File: src/verilog/tlsir_pkg.sv
package tlsir_pkg;
    // register offsets
    localparam logic [7:0] OFS_REMOTE_OVERTEMP_LIMIT = 8'h07;
    localparam logic [7:0] OFS_REMOTE_OVERTEMP_ALIAS = 8'h0D;
    localparam logic [7:0] OFS_REMOTE_OFFSET = 8'h11;
    localparam logic [7:0] OFS_REMOTE_CRITICAL_LIMIT = 8'h19;
    localparam logic [7:0] OFS_LOCAL_SHARED_LIMIT = 8'h20;
    localparam logic [7:0] OFS_COMMON_HYSTERESIS = 8'h21;
    localparam logic [7:0] OFS_POWER_UP_STATUS = 8'h33;
    localparam logic [7:0] OFS_MAKER_CODE = 8'hFE;
    localparam logic [7:0] OFS_DIE_REVISION_CODE = 8'hFF;
    // values after reset
    localparam logic [7:0] RST_REMOTE_OVERTEMP_LIMIT = 8'h55;
    localparam logic [7:0] RST_LOCAL_SHARED_LIMIT = 8'h55;
    localparam logic [7:0] RST_REMOTE_CRITICAL_LIMIT = 8'h6E;
    localparam logic [4:0] RST_COMMON_HYSTERESIS = 5'h0A;
    localparam logic [7:0] RST_REMOTE_OFFSET = 8'h00;
    // field positions
    localparam int NOT_READY_BIT = 7;
    localparam int HYST_WIDTH = 5;
    // timing
    localparam longint CLK_FREQ_HZ = 40000000;
    localparam longint POWERUP_TIME_MS = 30;
    localparam int POWERUP_CYCLES = int'((POWERUP_TIME_MS * CLK_FREQ_HZ) / 1000);
    localparam int POWERUP_CNT_WIDTH = 21;
    // serial slave address, 7 bits
    localparam logic [6:0] SMB_SLAVE_ADDR = 7'h4C;
    localparam logic [3:0] BITS_PER_BYTE = 4'h8;

    typedef enum logic [6:0] {
        TLSIR_IDLE = 7'h01,
        TLSIR_ADDR = 7'h02,
        TLSIR_ACK_ADDR = 7'h04,
        TLSIR_WDATA = 7'h08,
        TLSIR_ACK_W = 7'h10,
        TLSIR_RDATA = 7'h20,
        TLSIR_ACK_R = 7'h40
    } tlsir_smb_state_type;
endpackage : tlsir_pkg

File: src/verilog/tlsir_smb.sv
`timescale 1ns/1ps
module tlsir_smb (
    // clock and reset
    input wire logic clk,
    input wire logic srst,
    // serial pins
    input wire logic scl_i,
    input wire logic sda_i,
    output logic sda_o,
    output logic sda_oe,
    // register side
    output logic [7:0] ptr,
    output logic [7:0] wr_data,
    output logic wr_stb,
    input wire logic [7:0] rd_data
);
    import tlsir_pkg::*;

    typedef struct packed {
        logic scl_m;
        logic scl_s;
        logic scl_p;
        logic sda_m;
        logic sda_s;
        logic sda_p;
        tlsir_smb_state_type st;
        logic [3:0] bitcnt;
        logic [7:0] shreg;
        logic rw;
        logic ptr_seen;
        logic [7:0] ptr;
        logic [7:0] wr_data;
        logic wr_stb;
        logic drive;
    } tlsir_smb_type;

    tlsir_smb_type s_q, s_d;
    logic start, stop, rise, fall;

    // edge and bus-condition detection on the second and third sync stages only
    always_comb begin
        start = s_q.scl_s & s_q.scl_p & s_q.sda_p & ~s_q.sda_s;
        stop = s_q.scl_s & s_q.scl_p & ~s_q.sda_p & s_q.sda_s;
        rise = s_q.scl_s & ~s_q.scl_p;
        fall = ~s_q.scl_s & s_q.scl_p;
    end

    // byte engine: sample on clock rise, change the data line only after clock fall
    always_comb begin
        s_d = s_q;
        s_d.scl_m = scl_i;
        s_d.scl_s = s_q.scl_m;
        s_d.scl_p = s_q.scl_s;
        s_d.sda_m = sda_i;
        s_d.sda_s = s_q.sda_m;
        s_d.sda_p = s_q.sda_s;
        s_d.wr_stb = 1'b0;
        if (stop) begin
            s_d.st = TLSIR_IDLE;
            s_d.drive = 1'b0;
        end else if (start) begin
            // repeated start keeps the pointer, so write-pointer-then-read works
            s_d.st = TLSIR_ADDR;
            s_d.bitcnt = 4'h0;
            s_d.drive = 1'b0;
            s_d.ptr_seen = 1'b0;
        end else begin
            unique case (s_q.st)
                TLSIR_IDLE: begin
                    s_d.drive = 1'b0;
                end
                TLSIR_ADDR, TLSIR_WDATA: begin
                    if (rise && s_q.bitcnt != BITS_PER_BYTE) begin
                        s_d.shreg = {s_q.shreg[6:0], s_q.sda_s};
                        s_d.bitcnt = s_q.bitcnt + 4'h1;
                    end else if (fall && s_q.bitcnt == BITS_PER_BYTE) begin
                        if (s_q.st == TLSIR_ADDR) begin
                            if (s_q.shreg[7:1] == SMB_SLAVE_ADDR) begin
                                s_d.drive = 1'b1;
                                s_d.rw = s_q.shreg[0];
                                s_d.st = TLSIR_ACK_ADDR;
                            end else begin
                                s_d.st = TLSIR_IDLE;
                            end
                        end else begin
                            s_d.drive = 1'b1;
                            s_d.st = TLSIR_ACK_W;
                            if (!s_q.ptr_seen) begin
                                s_d.ptr = s_q.shreg;
                                s_d.ptr_seen = 1'b1;
                            end else begin
                                s_d.wr_data = s_q.shreg;
                                s_d.wr_stb = 1'b1;
                            end
                        end
                    end
                end
                TLSIR_ACK_ADDR: begin
                    if (fall) begin
                        if (s_q.rw) begin
                            s_d.shreg = rd_data;
                            s_d.drive = ~rd_data[7];
                            s_d.bitcnt = 4'h1;
                            s_d.st = TLSIR_RDATA;
                        end else begin
                            s_d.drive = 1'b0;
                            s_d.bitcnt = 4'h0;
                            s_d.st = TLSIR_WDATA;
                        end
                    end
                end
                TLSIR_ACK_W: begin
                    if (fall) begin
                        s_d.drive = 1'b0;
                        s_d.bitcnt = 4'h0;
                        s_d.st = TLSIR_WDATA;
                    end
                end
                TLSIR_RDATA: begin
                    if (fall) begin
                        if (s_q.bitcnt == BITS_PER_BYTE) begin
                            s_d.drive = 1'b0; // release for the master's acknowledge
                            s_d.st = TLSIR_ACK_R;
                        end else begin
                            s_d.shreg = {s_q.shreg[6:0], 1'b0};
                            s_d.drive = ~s_q.shreg[6];
                            s_d.bitcnt = s_q.bitcnt + 4'h1;
                        end
                    end
                end
                TLSIR_ACK_R: begin
                    if (rise && s_q.sda_s) begin
                        s_d.st = TLSIR_IDLE; // not acknowledged: wait for stop
                    end else if (fall) begin
                        // no auto-increment: the same register is sent again
                        s_d.shreg = rd_data;
                        s_d.drive = ~rd_data[7];
                        s_d.bitcnt = 4'h1;
                        s_d.st = TLSIR_RDATA;
                    end
                end
            endcase
        end
    end

    always_ff @(posedge clk) begin
        if (srst) begin
            s_q <= '{scl_m: 1'b1, scl_s: 1'b1, scl_p: 1'b1, sda_m: 1'b1, sda_s: 1'b1, sda_p: 1'b1,
                     st: TLSIR_IDLE, bitcnt: 4'h0, shreg: 8'h00, rw: 1'b0, ptr_seen: 1'b0,
                     ptr: 8'h00, wr_data: 8'h00, wr_stb: 1'b0, drive: 1'b0};
        end else begin
            s_q <= s_d;
        end
    end

    assign sda_o = 1'b0; // open drain: only ever pulls low
    assign sda_oe = s_q.drive;
    assign ptr = s_q.ptr;
    assign wr_data = s_q.wr_data;
    assign wr_stb = s_q.wr_stb;
endmodule : tlsir_smb

File: src/verilog/tlsir_top.sv
// Operation
// [RULE1] Power-up status bit 7 reads one until the power-up delay ends.
// [RULE2] Power-up status bit 6 is don't-care; bits 5..0 always read zero.
// [RULE3] Remote over-temperature limit: read/write unsigned byte, reset 55h.
// [RULE4] Local shared limit serves over-temperature and critical, read/write, reset 55h.
// [RULE5] Remote critical limit: unsigned whole-degree byte, reset 6Eh.
// [RULE6] Hysteresis holds five bits, upper three read zero, reset 0Ah.
// [RULE7] Maker code register is read-only and always returns its fixed code.
// [RULE8] Revision code is read-only; its value steps by one per die revision.
// [RULE9] Host selects the beta-compensated model only for processor substrate transistors.
// [RULE10] Programmed remote offset is added to remote temperature results.
// [RULE11] Limit flags set above limit, clear below limit minus hysteresis.
`timescale 1ns/1ps
module tlsir_top #(
    parameter int POWERUP_CNT = tlsir_pkg::POWERUP_CYCLES,
    // arbitrary neutral identity values
    parameter logic [7:0] MAKER_CODE = 8'hC4,
    parameter logic [7:0] DIE_REVISION_CODE = 8'h5A
) (
    // clock and reset
    input wire logic CLK,
    input wire logic SRST,
    // serial management pins
    input wire logic SMB_CLK_I,
    input wire logic SMB_DAT_I,
    output logic SMB_DAT_O,
    output logic SMB_DAT_OE,
    // measured temperatures from the conversion engine, whole degrees
    input wire logic [7:0] REMOTE_TEMP,
    input wire logic [7:0] LOCAL_TEMP,
    // results
    output logic [7:0] REMOTE_TEMP_ADJ,
    output logic OVERTEMP_OUTPUT_N,
    output logic CRITICAL_TEMP_OUTPUT_N,
    output logic REMOTE_OVERTEMP_FLAG,
    output logic REMOTE_CRITICAL_FLAG,
    output logic LOCAL_LIMIT_FLAG
);
    import tlsir_pkg::*;

    typedef struct packed {
        logic [7:0] rem_lim;
        logic [7:0] loc_lim;
        logic [7:0] rem_crit;
        logic [HYST_WIDTH-1:0] hyst;
        logic [7:0] offset;
        logic [POWERUP_CNT_WIDTH-1:0] pu_cnt;
        logic not_ready;
        logic [7:0] rem_adj;
        logic rem_os_f;
        logic rem_crit_f;
        logic loc_f;
    } tlsir_regs_type;

    tlsir_regs_type r_q, r_d;
    logic [7:0] ptr, wr_data, rd_data;
    logic wr_stb;
    logic [9:0] adj_sum;

    tlsir_smb u_smb (
        .clk(CLK),
        .srst(SRST),
        .scl_i(SMB_CLK_I),
        .sda_i(SMB_DAT_I),
        .sda_o(SMB_DAT_O),
        .sda_oe(SMB_DAT_OE),
        .ptr(ptr),
        .wr_data(wr_data),
        .wr_stb(wr_stb),
        .rd_data(rd_data)
    );

    // hysteretic compare; a limit below the hysteresis clamps the release point to zero
    function automatic logic hyst_cmp(input logic flag, input logic [7:0] temp, input logic [7:0] lim,
                                      input logic [HYST_WIDTH-1:0] hy);
        logic [8:0] rel;
        rel = {1'b0, lim} - {4'h0, hy};
        if (temp > lim) begin
            return 1'b1;
        end else if (!rel[8] && temp < rel[7:0]) begin
            return 1'b0;
        end
        return flag;
    endfunction : hyst_cmp

    // read multiplexer; unmapped pointers read as zero
    always_comb begin
        unique case (ptr)
            OFS_REMOTE_OVERTEMP_LIMIT, OFS_REMOTE_OVERTEMP_ALIAS: rd_data = r_q.rem_lim; // RULE3
            OFS_LOCAL_SHARED_LIMIT: rd_data = r_q.loc_lim; // RULE4
            OFS_REMOTE_CRITICAL_LIMIT: rd_data = r_q.rem_crit; // RULE5
            OFS_COMMON_HYSTERESIS: rd_data = {3'h0, r_q.hyst}; // RULE6
            OFS_REMOTE_OFFSET: rd_data = r_q.offset;
            OFS_POWER_UP_STATUS: rd_data = {r_q.not_ready, 7'h00}; // RULE1 RULE2
            OFS_MAKER_CODE: rd_data = MAKER_CODE; // RULE7
            OFS_DIE_REVISION_CODE: rd_data = DIE_REVISION_CODE; // RULE8
            default: rd_data = 8'h00;
        endcase
    end

    // signed offset applied with saturation, so a negative correction never wraps to hot
    always_comb begin
        adj_sum = {2'b00, REMOTE_TEMP} + {{2{r_q.offset[7]}}, r_q.offset}; // RULE10
    end

    // register writes, power-up timer and limit flags
    always_comb begin
        r_d = r_q;
        if (wr_stb) begin
            unique case (ptr)
                OFS_REMOTE_OVERTEMP_LIMIT, OFS_REMOTE_OVERTEMP_ALIAS: r_d.rem_lim = wr_data; // RULE3
                OFS_LOCAL_SHARED_LIMIT: r_d.loc_lim = wr_data; // RULE4
                OFS_REMOTE_CRITICAL_LIMIT: r_d.rem_crit = wr_data; // RULE5
                OFS_COMMON_HYSTERESIS: r_d.hyst = wr_data[HYST_WIDTH-1:0]; // RULE6
                OFS_REMOTE_OFFSET: r_d.offset = wr_data;
                default: ; // read-only or unmapped: ignored
            endcase
        end
        if (r_q.not_ready) begin
            if (r_q.pu_cnt >= POWERUP_CNT[POWERUP_CNT_WIDTH-1:0] - 1'b1) begin
                r_d.not_ready = 1'b0; // RULE1
            end else begin
                r_d.pu_cnt = r_q.pu_cnt + 1'b1;
            end
        end
        if (adj_sum[9]) begin
            r_d.rem_adj = 8'h00;
        end else if (adj_sum[8]) begin
            r_d.rem_adj = 8'hFF;
        end else begin
            r_d.rem_adj = adj_sum[7:0]; // RULE10
        end
        // flags stay quiet until the power-up sequence has finished
        if (!r_q.not_ready) begin
            r_d.rem_os_f = hyst_cmp(r_q.rem_os_f, r_q.rem_adj, r_q.rem_lim, r_q.hyst); // RULE11
            r_d.rem_crit_f = hyst_cmp(r_q.rem_crit_f, r_q.rem_adj, r_q.rem_crit, r_q.hyst); // RULE11
            r_d.loc_f = hyst_cmp(r_q.loc_f, LOCAL_TEMP, r_q.loc_lim, r_q.hyst); // RULE11 RULE4
        end
    end

    always_ff @(posedge CLK) begin
        if (SRST) begin
            r_q <= '{rem_lim: RST_REMOTE_OVERTEMP_LIMIT, loc_lim: RST_LOCAL_SHARED_LIMIT,
                     rem_crit: RST_REMOTE_CRITICAL_LIMIT, hyst: RST_COMMON_HYSTERESIS,
                     offset: RST_REMOTE_OFFSET, pu_cnt: '0, not_ready: 1'b1, rem_adj: 8'h00,
                     rem_os_f: 1'b0, rem_crit_f: 1'b0, loc_f: 1'b0};
        end else begin
            r_q <= r_d;
        end
    end

    // shared local limit drives both outputs
    assign OVERTEMP_OUTPUT_N = ~(r_q.rem_os_f | r_q.loc_f);
    assign CRITICAL_TEMP_OUTPUT_N = ~(r_q.rem_crit_f | r_q.loc_f);
    assign REMOTE_TEMP_ADJ = r_q.rem_adj;
    assign REMOTE_OVERTEMP_FLAG = r_q.rem_os_f;
    assign REMOTE_CRITICAL_FLAG = r_q.rem_crit_f;
    assign LOCAL_LIMIT_FLAG = r_q.loc_f;
endmodule : tlsir_top
File: config.mk
export PLATFORM = sky130hd
export DESIGN_NAME = tlsir_top
export DESIGN_NICKNAME = d
export VERILOG_FILES = /design/src/verilog/tlsir_pkg.sv /design/src/verilog/tlsir_smb.sv /design/src/verilog/tlsir_top.sv
export SDC_FILE = /design/constraint.sdc
export NUM_CORES = 1
export LEC_CHECK = 0
export ABC_AREA = 1
export ABC_CLOCK_PERIOD_IN_PS = 5400
export BUFFER_PORTS_ARGS = -buffer_cell sky130_fd_sc_hd__buf_2
export CORE_AREA = 8 8 121 123
export CTS_CLUSTER_DIAMETER = 40
export DETAILED_ROUTE_END_ITERATION = 12
export DIE_AREA = 0 0 129 131
export PLACE_DENSITY = 0.83
export SYNTH_ARGS = -nofsm -noshare
export SYNTH_HDL_FRONTEND = slang
export SYNTH_SLANG_ARGS = --single-unit
File: constraint.sdc
create_clock -name CLK -period 5.4 [get_ports CLK]
set_input_delay 1.08 -clock CLK [delete_from_list [all_inputs] [get_ports CLK]]
set_output_delay 1.08 -clock CLK [all_outputs]
set_load 0.05 [all_outputs]
## Word-level counts from Yosys, hierarchy flattened

Cells that the tools add are included.

- Register bits after elaboration: 115
- Input bits: 20
- Output and inout port bits: 15

- Add/subtract/negate cells: 6
- Order comparisons: 7
- Eq/ne operators: 45
- Multiplexer cells: 54
- Bitwise gates (word level): 26
- Reduce and logical (&&, ||, !) cells: 38

Operators with widths:

| cell | count |
|---|---|
| $mux 19 | 5 |
| $pmux 8 s8 | 1 |
| $pmux 11 s5 | 1 |
| $mux 12 | 3 |
| $mux 18 | 2 |
| $pmux 8 s4 | 1 |
| $mux 7 | 4 |
| $mux 1 | 27 |
| $sub 8x5->9 | 3 |
| $eq 8x6->1 const B | 3 |
| $gt 8x8->1 | 3 |
| $lt 8x8->1 | 3 |
| $mux 8 | 3 |
| $ne 3x1->1 const B | 8 |
| $reduce_and 8->1 | 3 |
| $add 21x1->21 const B | 1 |
| $ge 21x21->1 const B | 1 |
| $reduce_and 7->1 | 3 |
| $ne 2x1->1 const B | 10 |
| $reduce_and 2->1 | 9 |
| $not 1->1 | 17 |
| $eq 8x5->1 const B | 2 |
| $eq 8x8->1 const B | 2 |
| $eq 7x7->1 const B | 2 |
| other kinds (37) | 59 |

## Depth between registers and ports, before layout

Gate-level depths: netlist of run 1.

- Depth in word-level cells: 7
- Depth in mapped cells: 18

## Modules after synthesis

From an unflattened synthesis of run 1, not the netlist that was laid out.

- Cell total of the unflattened synthesis: 1191
- Area total of the unflattened synthesis: 8207.9 µm²

By module, submodules not included:

| module | instances | cells an instance | area an instance (µm²) | sequential area each (µm²) |
|---|---|---|---|---|
| tlsir_top | 1 | 847 | 5744.3 | 1401.3 |
| tlsir_smb | 1 | 344 | 2463.6 | 900.9 |

## Worst setup path after synthesis of run 1

OpenSTA, ideal clock, no wires.

- Kind: input -> register
- From: input port REMOTE_TEMP[0]
- To: register r_q, in the netlist REMOTE_TEMP_ADJ[5]
- Arrival time: 2.573 ns
- Slack: 2.760 ns
- Stages: 9
- Path buffers: 0
- Path through: ha_1 > inv_1 > fa_1 > o21ai_2 > nand4_1 > nand3_1 > xor2_1 > nor2_1 > nor2_1

- Cells in the longest elaborated chain, start to end: 2
- Elaborated cells between the ends (all ways): 3
- Classes of those cells: add/sub: 1; mux: 1; reduce/logical: 1

Ends and longest elaborated chain:

| element | RTL line | RTL |
|---|---|---|
| start: declaration | tlsir_top.sv:29 | `input wire logic [7:0] REMOTE_TEMP,` |
| $add 9x8->10 (*) | tlsir_top.sv:103 | `adj_sum = {2'b00, REMOTE_TEMP} + {{2{r_q.offset[7]}}, r_q.offset};` |
| $mux 8 / $reduce_or 2->1 (equally long branches) | n/a |  |
| end signal: assignment | tlsir_top.sv:143 | `r_q <= '{rem_lim: RST_REMOTE_OVERTEMP_LIMIT, loc_lim: RST_LOCAL_SHARED_LIMIT,` |
| end signal: assignment | tlsir_top.sv:148 | `r_q <= r_d;` |
| end: declaration | tlsir_top.sv:55 | `tlsir_regs_type r_q, r_d;` |

Every way passes the cells marked *; elsewhere a longest branch is shown, timed or not.
A chain may end at the register's enable or synchronous reset.

## Final worst setup path of run 1

- From: register r_q[12] in the netlist's numbering
- To: register r_q[12] in the netlist's numbering

- Cells in the longest elaborated chain, start to end: 3
- Elaborated cells between the ends (all ways): 4
- Classes of those cells: add/sub: 1; order compare: 1; bitwise: 1; reduce/logical: 1

Ends and longest elaborated chain:

| element | RTL line | RTL |
|---|---|---|
| $ge 21x21->1 | tlsir_top.sv:120 | `if (r_q.pu_cnt >= POWERUP_CNT[POWERUP_CNT_WIDTH-1:0] - 1'b1) begin` |
| $not 1->1 (no source line) | n/a |  |
| $reduce_and 2->1 (no source line) | n/a |  |

Several ways; a longest one is shown, not always the timed one.

==> metrics.md, run 1 <==
| Metric | Value |
|---|---|
| Synth Cell Area | 8140 um2 |
| Vias in the first global route | 7282 |
| Reg2Reg Capture Point | r_q[12]$_SDFFE_PP0P_ |
| Post-DP HPWL | 15400 um |
| Clock slew at reported path FFs | 0.05 ns |
| CTS Buffer Depth | 2 |
| Status | finished, final reports clean |
| Antenna violations before repair | 0 |
| Maxcap violations | 0 |
| TritonCTS buffer count | 17 |
| Syn Inst Count | 1215 |
| Initial cell density of the core | 0.632 |
| Worst R2R Path Depth | 10 |
| Power density over the cells | 242 nW/um2 |
| Clk root buf | clkbuf_16 |
| Top_reg_cell synth | dfxtp_1 |
| Yosys Warn Count | 0 |
| TNS Setup | 0 ns |
| Grt ovf | 0 |
| Post-CTS sizing | 0 |
| Minimum clock period | 2.94 ns |
| Slew Limit Fails | 0 |
| RSZ-0062 raised after global routing | false |
| Slew headroom | 0.365 |
| CTS H-tree lvls | 4 |
| Vias | 7881 |
| Async set-or-reset flop fraction in the synthesized netlist | 0 |
| # diodes | 0 |
| Syn nets | 1311 |
| WP data arrival | 3.26 ns |
| Routability cong. | 0.992 |
| CTS Sinks | 115 |
| CTS Hold Bufs | 0 |
| Skew-Pair Late Insertion Delay | 0.42 ns |
| CP peak stage delay | 0.76 ns |
| First-pass GRT wire length | 34600 um |
| Iter 0 DRT Violations | 625 |
| Yosys cell types | 39 |
| Largest net degree at the start of global routing | 48 |
| Setup bufs post-CTS | 0 |
| Core Util, Final | 0.697 |
| Die Ht | 131 um |
| Hold Crit Class | reg2reg |
| Slew at the pin closest to its max-slew limit | 0.952 ns |
| Final-report setup violation count | 0 |
| Crit-path most repeated cell | nand2_1 |
| Detail Route Antenna Nets | 0 |
| Port-buffer cells | 33 |
| Detailed Routing Iterations Pass 1 | 7 |
| Global-route usage over all layers | 0.256 |
| Critical Path End | r_q[12]$_SDFFE_PP0P_ |
| I/O Pins | 35 |
| Worst Setup End Kind | register |
| Die Width | 129 um |
| FF-to-FF Start | r_q[12]$_SDFFE_PP0P_ |
| Wire length per cell | 14.6 um |
| FMAX | 0.340 GHz |
| Maximum vdd ir drop | 298 uV |
| Drt total wl | 20900 um |
| CP max FO | 22 |
| Slowest-stage cell, CP | nand2_1 |
| Final-layout fill cell count | 1124 |
| Core area | 12900 um2 |
| Min-Delay Startpoint | u_smb.s_d[40]$_SDFF_PP1_ |
| Crit-path cells | ha_1 > nand2_1 > nor2_1 > nand3_1 > nand2_1 > nand2_1 > nand2_1 > inv_1 > nor2_1 > nor2_1 |
| WS Path Type | reg2reg |
| Register area share after synthesis | 0.283 |
| P_leak | 0.00411 uW |
| Final setup skew | 0.00661 ns |
| Reg2Reg Setup Slack | 2.46 ns |
| Final Hold Fails | 0 |
| CTS tree | done |
| Crit share post-route | 0.545 |
| CP startpoint kind | register |
| Die area | 16900 um2 |
| Post-DR vias/cell | 5.53 |
| Row count | 42 |
| Drt drc | 0 |
| Dpl ws | 2.28 ns |
| Crit path launch | r_q[12]$_SDFFE_PP0P_ |
| Number of synthesized flops with an enable pin | 0 |
| WP data required | 5.71 ns |
| Nets | 1333 |
| Pwr Total | 2170 uW |
| Yosys reg bits | 115 |
| Setup slack after layout | 2.46 ns |
| Synthesized area per cell | 6.70 um2 |
| Area Overhead vs Synth | 10.2% |
| Layout cells sized above 1 | 0.0936 |
[cell usage after synthesis, types with 4 or more instances]
library cell	instances	share of area
nand2_1	262	0.12
nor2_1	152	0.070
inv_1	130	0.060
dfxtp_1	115	0.28
nand3_1	114	0.070
a21oi_1	111	0.068
ha_1	72	0.11
o21ai_0	57	0.035
xor2_1	33	0.036
nor3_1	22	0.014
nand4_1	16	0.012
buf_4	13	0.012
o211ai_1	13	0.012
clkbuf_1	11	0.0051
inv_2	11	0.0051
nor2_2	11	0.0085
xnor2_1	9	0.0097
buf_2	7	0.0043
or2_2	7	0.0054
nand3b_1	5	0.0046
o22ai_1	5	0.0038
fa_1	4	0.0098
nand2_4	4	0.0055
nor2_4	4	0.0055
[how the worst min path moves through the flow]
stage,end,slack [ns],cells after the start
6_report,u_smb.s_d[39]$_SDFF_PP1_,0.40,1
5_1_grt,u_smb.s_d[39]$_SDFF_PP1_,0.42,1
4_1_cts,u_smb.s_d[39]$_SDFF_PP1_,0.40,1
3_5_place_dp,u_smb.s_d[39]$_SDFF_PP1_,0.39,1
3_3_place_gp,u_smb.s_d[42]$_SDFF_PP1_,0.39,1
2_1_floorplan,u_smb.s_d[39]$_SDFF_PP1_,0.39,1
[layout make-up]
| type | instances | area [um2] | share of cell area |
|---|---|---|---|
| multi-input combinational | 928 | 5130 | 0.572 |
| timing repair buffer | 34 | 173 | 0.0192 |
| clock buffer | 23 | 488 | 0.0544 |
| tap | 176 | 220 | 0.0245 |
| inverter | 141 | 529 | 0.0590 |
| clock inverter | 9 | 126 | 0.0141 |
| sequential | 115 | 2300 | 0.257 |
[power by group]
| part | total [uW] | switching (uW) | internal, uW |
|---|---|---|---|
| clock | 1160 | 388 | 771 |
| combinational | 136 | 89.7 | 46.6 |
| sequential | 875 | 14.9 | 860 |
| total | 2170 | 493 | 1680 |
[layout by cell type, fill, tap and decap left out, types with 4 or more instances in the layout]
cell       count
inv_1        130
or2_2          7
inv_2         11
nand3_1      114
xor2_1        33
clkbuf_8       4
o211ai_1      13
dfxtp_1      115
o21ai_0       57
clkbuf_16     17
nand3b_1       5
buf_2         33
fa_1           4
o22ai_1        5
nor3_1        22
ha_1          72
nor2_2        11
nand4_1       16
clkinv_2       4
a21oi_1      111
nor2_1       152
nor2_4         4
xnor2_1        9
nand2_4        4
nand2_1      262
[cell families after synthesis]
kind of cell / count (synthesis) / share of synthesized area
and+or+nand+nor: 611 / 0.333
AOI/OAI and AO/OA: 198 / 0.132
buffers and inverters: 172 / 0.0864
DFF: 115 / 0.283
adders and majority gates: 76 / 0.121
xor gates and xnor gates: 42 / 0.0452
other: 1 / 0.000461
[per-stage QoR]
stage | hold WS (ns) | instance area (um2) | std cells
floorplan | 0.389 | 8140 | 1215
global placement | 0.390 | 8360 | 1394
detailed placement | 0.392 | 8360 | 1394
CTS | 0.405 | 8970 | 1426
global route | 0.421 | 8970 | 1426
finish | 0.404 | 8970 | 1426
[state kept, by name, summed over array words and instances (netlist names)]
name                  count
u_smb.wr_data             8
REMOTE_TEMP_ADJ           8
u_smb.sda_oe              1
LOCAL_LIMIT_FLAG          1
u_smb.ptr                 8
REMOTE_CRITICAL_FLAG      1
u_smb.wr_stb              1
u_smb.s_q                23
r_q                      59
REMOTE_OVERTEMP_FLAG      1
u_smb.s_d                 4
[layer usage]
| metal | GRT usage | routed length [um] |
|---|---|---|
| met1 | 0.292 | 8680 |
| met2 | 0.451 | 10000 |
| met3 | 0.0528 | 1390 |
| met4 | 0.123 | 796 |
| met5 | 0 | 0 |
[worst max-delay path: cells and delay by family, from the launching register on]
kind / cells / cell delay, ns
flip-flops: 1 / 0.44
AND/OR/NAND/NOR: 8 / 1.96
buffers and inverters: 1 / 0.13
adder cells (fa/ha/maj): 1 / 0.30
Power figures use the tool's default switching activity.
==> run 2: changes to the inputs <==
--- a/config.mk
+++ b/config.mk
@@ -6,13 +6,13 @@
 export NUM_CORES = 1
 export LEC_CHECK = 0
 export ABC_AREA = 1
-export ABC_CLOCK_PERIOD_IN_PS = 5400
+export ABC_CLOCK_PERIOD_IN_PS = 2400
 export BUFFER_PORTS_ARGS = -buffer_cell sky130_fd_sc_hd__buf_2
-export CORE_AREA = 8 8 121 123
+export CORE_AREA = 8 8 129 131
 export CTS_CLUSTER_DIAMETER = 40
 export DETAILED_ROUTE_END_ITERATION = 12
-export DIE_AREA = 0 0 129 131
-export PLACE_DENSITY = 0.83
+export DIE_AREA = 0 0 137 139
+export PLACE_DENSITY = 0.76
 export SYNTH_ARGS = -nofsm -noshare
 export SYNTH_HDL_FRONTEND = slang
 export SYNTH_SLANG_ARGS = --single-unit
==> constraint.sdc (replaced) <==
create_clock -name CLK -period 2.4 [get_ports CLK]
set_input_delay 0.48 -clock CLK [delete_from_list [all_inputs] [get_ports CLK]]
set_output_delay 0.48 -clock CLK [all_outputs]
set_load 0.05 [all_outputs]
==> run 2 against run 1 <==
- clock-buffer cell count unchanged
- clock skew up 0.0050 ns
- clock power up 120%
- setup slack worse by 2.5 ns
- critical path depth up 6
- first-iteration DRC count increased by 8.3%
- non-clock buffer count grew 36
- sequential power up 130%
- power up 120%
- final area rose by 5.3%
- wire length rose by 3.7%
- critical endpoint is now LOCAL_LIMIT_FLAG$_SDFFE_PP0P_
==> metrics.md, run 2 (synthesized netlist as in run 1, its figures left out) <==
| Metric | Value |
|---|---|
| Maximum vdd ir drop | 435 uV (was 298 uV) |
| TNS Setup | 0 ns (unchanged) |
| Max reg flops | 59 (unchanged) |
| # diodes | 0 (unchanged) |
| Post-DP HPWL | 15700 um (was 15400 um) |
| Die Width | 137 um (was 129 um) |
| Vias in the first global route | 7515 (was 7282) |
| CP peak stage delay | 0.34 ns (was 0.76 ns) |
| Clk root buf | clkbuf_16 (unchanged) |
| Global-route usage over all layers | 0.230 (was 0.256) |
| CTS Sinks | 115 (unchanged) |
| Power density over the cells | 514 nW/um2 (was 242 nW/um2) |
| CTS tree | done (unchanged) |
| Largest registers | r_q (59), u_smb.s_q (23) (unchanged) |
| Slew Limit Fails | 0 (unchanged) |
| Placed insts | 1440 (was 1394) |
| Core area | 14800 um2 (was 12900 um2) |
| Grt ovf | 0 (unchanged) |
| Skew-Pair Late Insertion Delay | 0.43 ns (was 0.42 ns) |
| Final-report setup violation count | 0 (unchanged) |
| Minimum clock period | 2.40 ns (was 2.94 ns) |
| Crit share post-route | 0.999 (was 0.545) |
| Final-layout fill cell count | 1316 (was 1124) |
| Die area | 19000 um2 (was 16900 um2) |
| Initial cell density of the core | 0.552 (was 0.632) |
| Layout cells sized above 1 | 0.152 (was 0.0936) |
| Biggest register | r_q (unchanged) |
| Detailed Routing Iterations Pass 1 | 7 (unchanged) |
| Routability cong. | 0.970 (was 0.992) |
| Row count | 45 (was 42) |
| Maxcap violations | 0 (unchanged) |
| RSZ-0062 raised after global routing | true (was false) |
| Post-DR vias/cell | 5.46 (was 5.53) |
| Worst Setup End Kind | register (unchanged) |
| Final Hold Fails | 0 (unchanged) |
| Commonest cells after routing, fill and taps aside | 258 x nand2_1, 150 x nor2_1, 125 x inv_1 (was 262 x nand2_1, 152 x nor2_1, 130 x inv_1) |
| CTS Hold Bufs | 0 (unchanged) |
| Status | finished, final reports clean (unchanged) |
| Storage cell area | 2310 um2 (was 2300 um2) |
| Vias | 8042 (was 7881) |
| Drt total wl | 21600 um (was 20900 um) |
| P_leak | 0.00427 uW (was 0.00411 uW) |
| Largest net degree at the start of global routing | 61 (was 48) |
| I/O Pins | 35 (unchanged) |
| Post-Layout Cell Count | 1474 (was 1426) |
| Final setup skew | 0.0116 ns (was 0.00661 ns) |
| Area of the multi-input gates | 5310 um2 (was 5130 um2) |
| Nets | 1369 (was 1333) |
| CP startpoint kind | register (unchanged) |
| Area Overhead vs Synth | 16.1% (was 10.2%) |
| WP data arrival | 2.69 ns (was 3.26 ns) |
| Iter 0 DRT Violations | 677 (was 625) |
| CTS Buffer Depth | 2 (unchanged) |
| Slew at the pin closest to its max-slew limit | 0.530 ns (was 0.952 ns) |
| CP max FO | 2 (was 22) |
| Slew headroom | 0.647 (was 0.365) |
| Hold Crit Class | in2reg (was reg2reg) |
| Slowest-stage cell, CP | fa_2 (was nand2_1) |
| WP data required | 2.69 ns (was 5.71 ns) |
| Detail Route Antenna Nets | 0 (unchanged) |
| WS Path Type | reg2reg (unchanged) |
| Drt drc | 0 (unchanged) |
| TritonCTS buffer count | 17 (unchanged) |
| Commonest non-fill, non-tap cell in the layout | nand2_1 (unchanged) |
| Crit-path cells | inv_1 > ha_1 > inv_1 > fa_2 > nand3_1 > nand2_1 > a21oi_2 > xor2_1 > ha_1 > nand2_2 > o21a_1 > nand3_1 > nand2_1 > nand2_1 > nand2_1 > a21oi_1 (was ha_1 > nand2_1 > nor2_1 > nand3_1 > nand2_1 > nand2_1 > nand2_1 > inv_1 > nor2_1 > nor2_1) |
| Die Ht | 139 um (was 131 um) |
| Clock slew at reported path FFs | 0.06 ns (was 0.05 ns) |
| First-pass GRT wire length | 35500 um (was 34600 um) |
| Port-buffer cells | 33 (unchanged) |
| Wire length per cell | 14.7 um (was 14.6 um) |
| CTS H-tree lvls | 4 (unchanged) |
| Crit-path most repeated cell | nand2_1 (unchanged) |
| Antenna violations before repair | 0 (unchanged) |
| FMAX | 0.417 GHz (was 0.340 GHz) |
[run 2: cell count changes in the layout (fill, tap and decap cells not counted), sizes merged]
cell    before  now
buf         34   70
bufinv       3    2
clkinv       5    7
inv        141  140
[run 2: worst paths after layout]
check,from,endpoint,slack (ns),cells past startpoint
worst max-delay path,r_q[54]$_SDFFE_PP1P_,LOCAL_LIMIT_FLAG$_SDFFE_PP0P_,0.002,16
worst min-delay path,SMB_DAT_I,u_smb.s_d[40]$_SDFF_PP1_,0.24,2
worst min register to register,u_smb.s_d[40]$_SDFF_PP1_,u_smb.s_d[39]$_SDFF_PP1_,0.41,1
worst max register to register,r_q[54]$_SDFFE_PP1P_,LOCAL_LIMIT_FLAG$_SDFFE_PP0P_,0.002,16
[run 2: worst max-delay path, delay by kind of cell, from the launching register on]
family          cells  cell delay, ns
flops               1            0.30
fa+ha+maj           3            0.78
xor+xnor            1            0.19
simple gates        7            0.46
compound gates      3            0.34
buf+inv             2            0.17
[run 2: per-stage QoR]
| stage | hold WS [ns] | util | area (um2) | total power [uW] | setup WS (ns) |
|---|---|---|---|---|---|
| 2_1_floorplan | 0.389 | - | 8140 | 2240 | 0.0732 |
| 3_3_place_gp | 0.392 | 0.586 | 8640 | 2310 | -0.0252 |
| 3_5_place_dp | 0.393 | 0.586 | 8640 | 2320 | -0.0861 |
| 4_1_cts | 0.224 | 0.633 | 9340 | 4880 | -0.00216 |
| 5_1_grt | 0.233 | 0.641 | 9450 | 5030 | -0.174 |
| 6_report | 0.239 | 0.641 | 9450 | 4860 | 0.00188 |
[run 2: per-layer routing]
metal,vias to the layer above,share of wire,track usage
met5,-,0,0
met4,0,0.033,0.106
met3,61,0.057,0.0409
met2,243,0.48,0.387
met1,3623,0.43,0.275
li1,4115,-,-
[run 2: final cells by class]
type	instances	share of cell area
sequential	115	0.245
timing repair buffer	70	0.0482
tap	188	0.0249
multi-input combinational	928	0.562
clock buffer	23	0.0527
inverter	141	0.0568
clock inverter	9	0.0107
[run 2: repair_timing]
item,CTS,global route
setup buffers,2,0
pin swaps,15,28
gates resized for setup,17,30
setup endpoints to repair,3,3
[run 2: report_power, final]
group	internal (uW)	switching [uW]	total (uW)
clock	1660	913	2570
sequential	1930	34.3	1970
combinational	112	207	319
total	3700	1150	4860
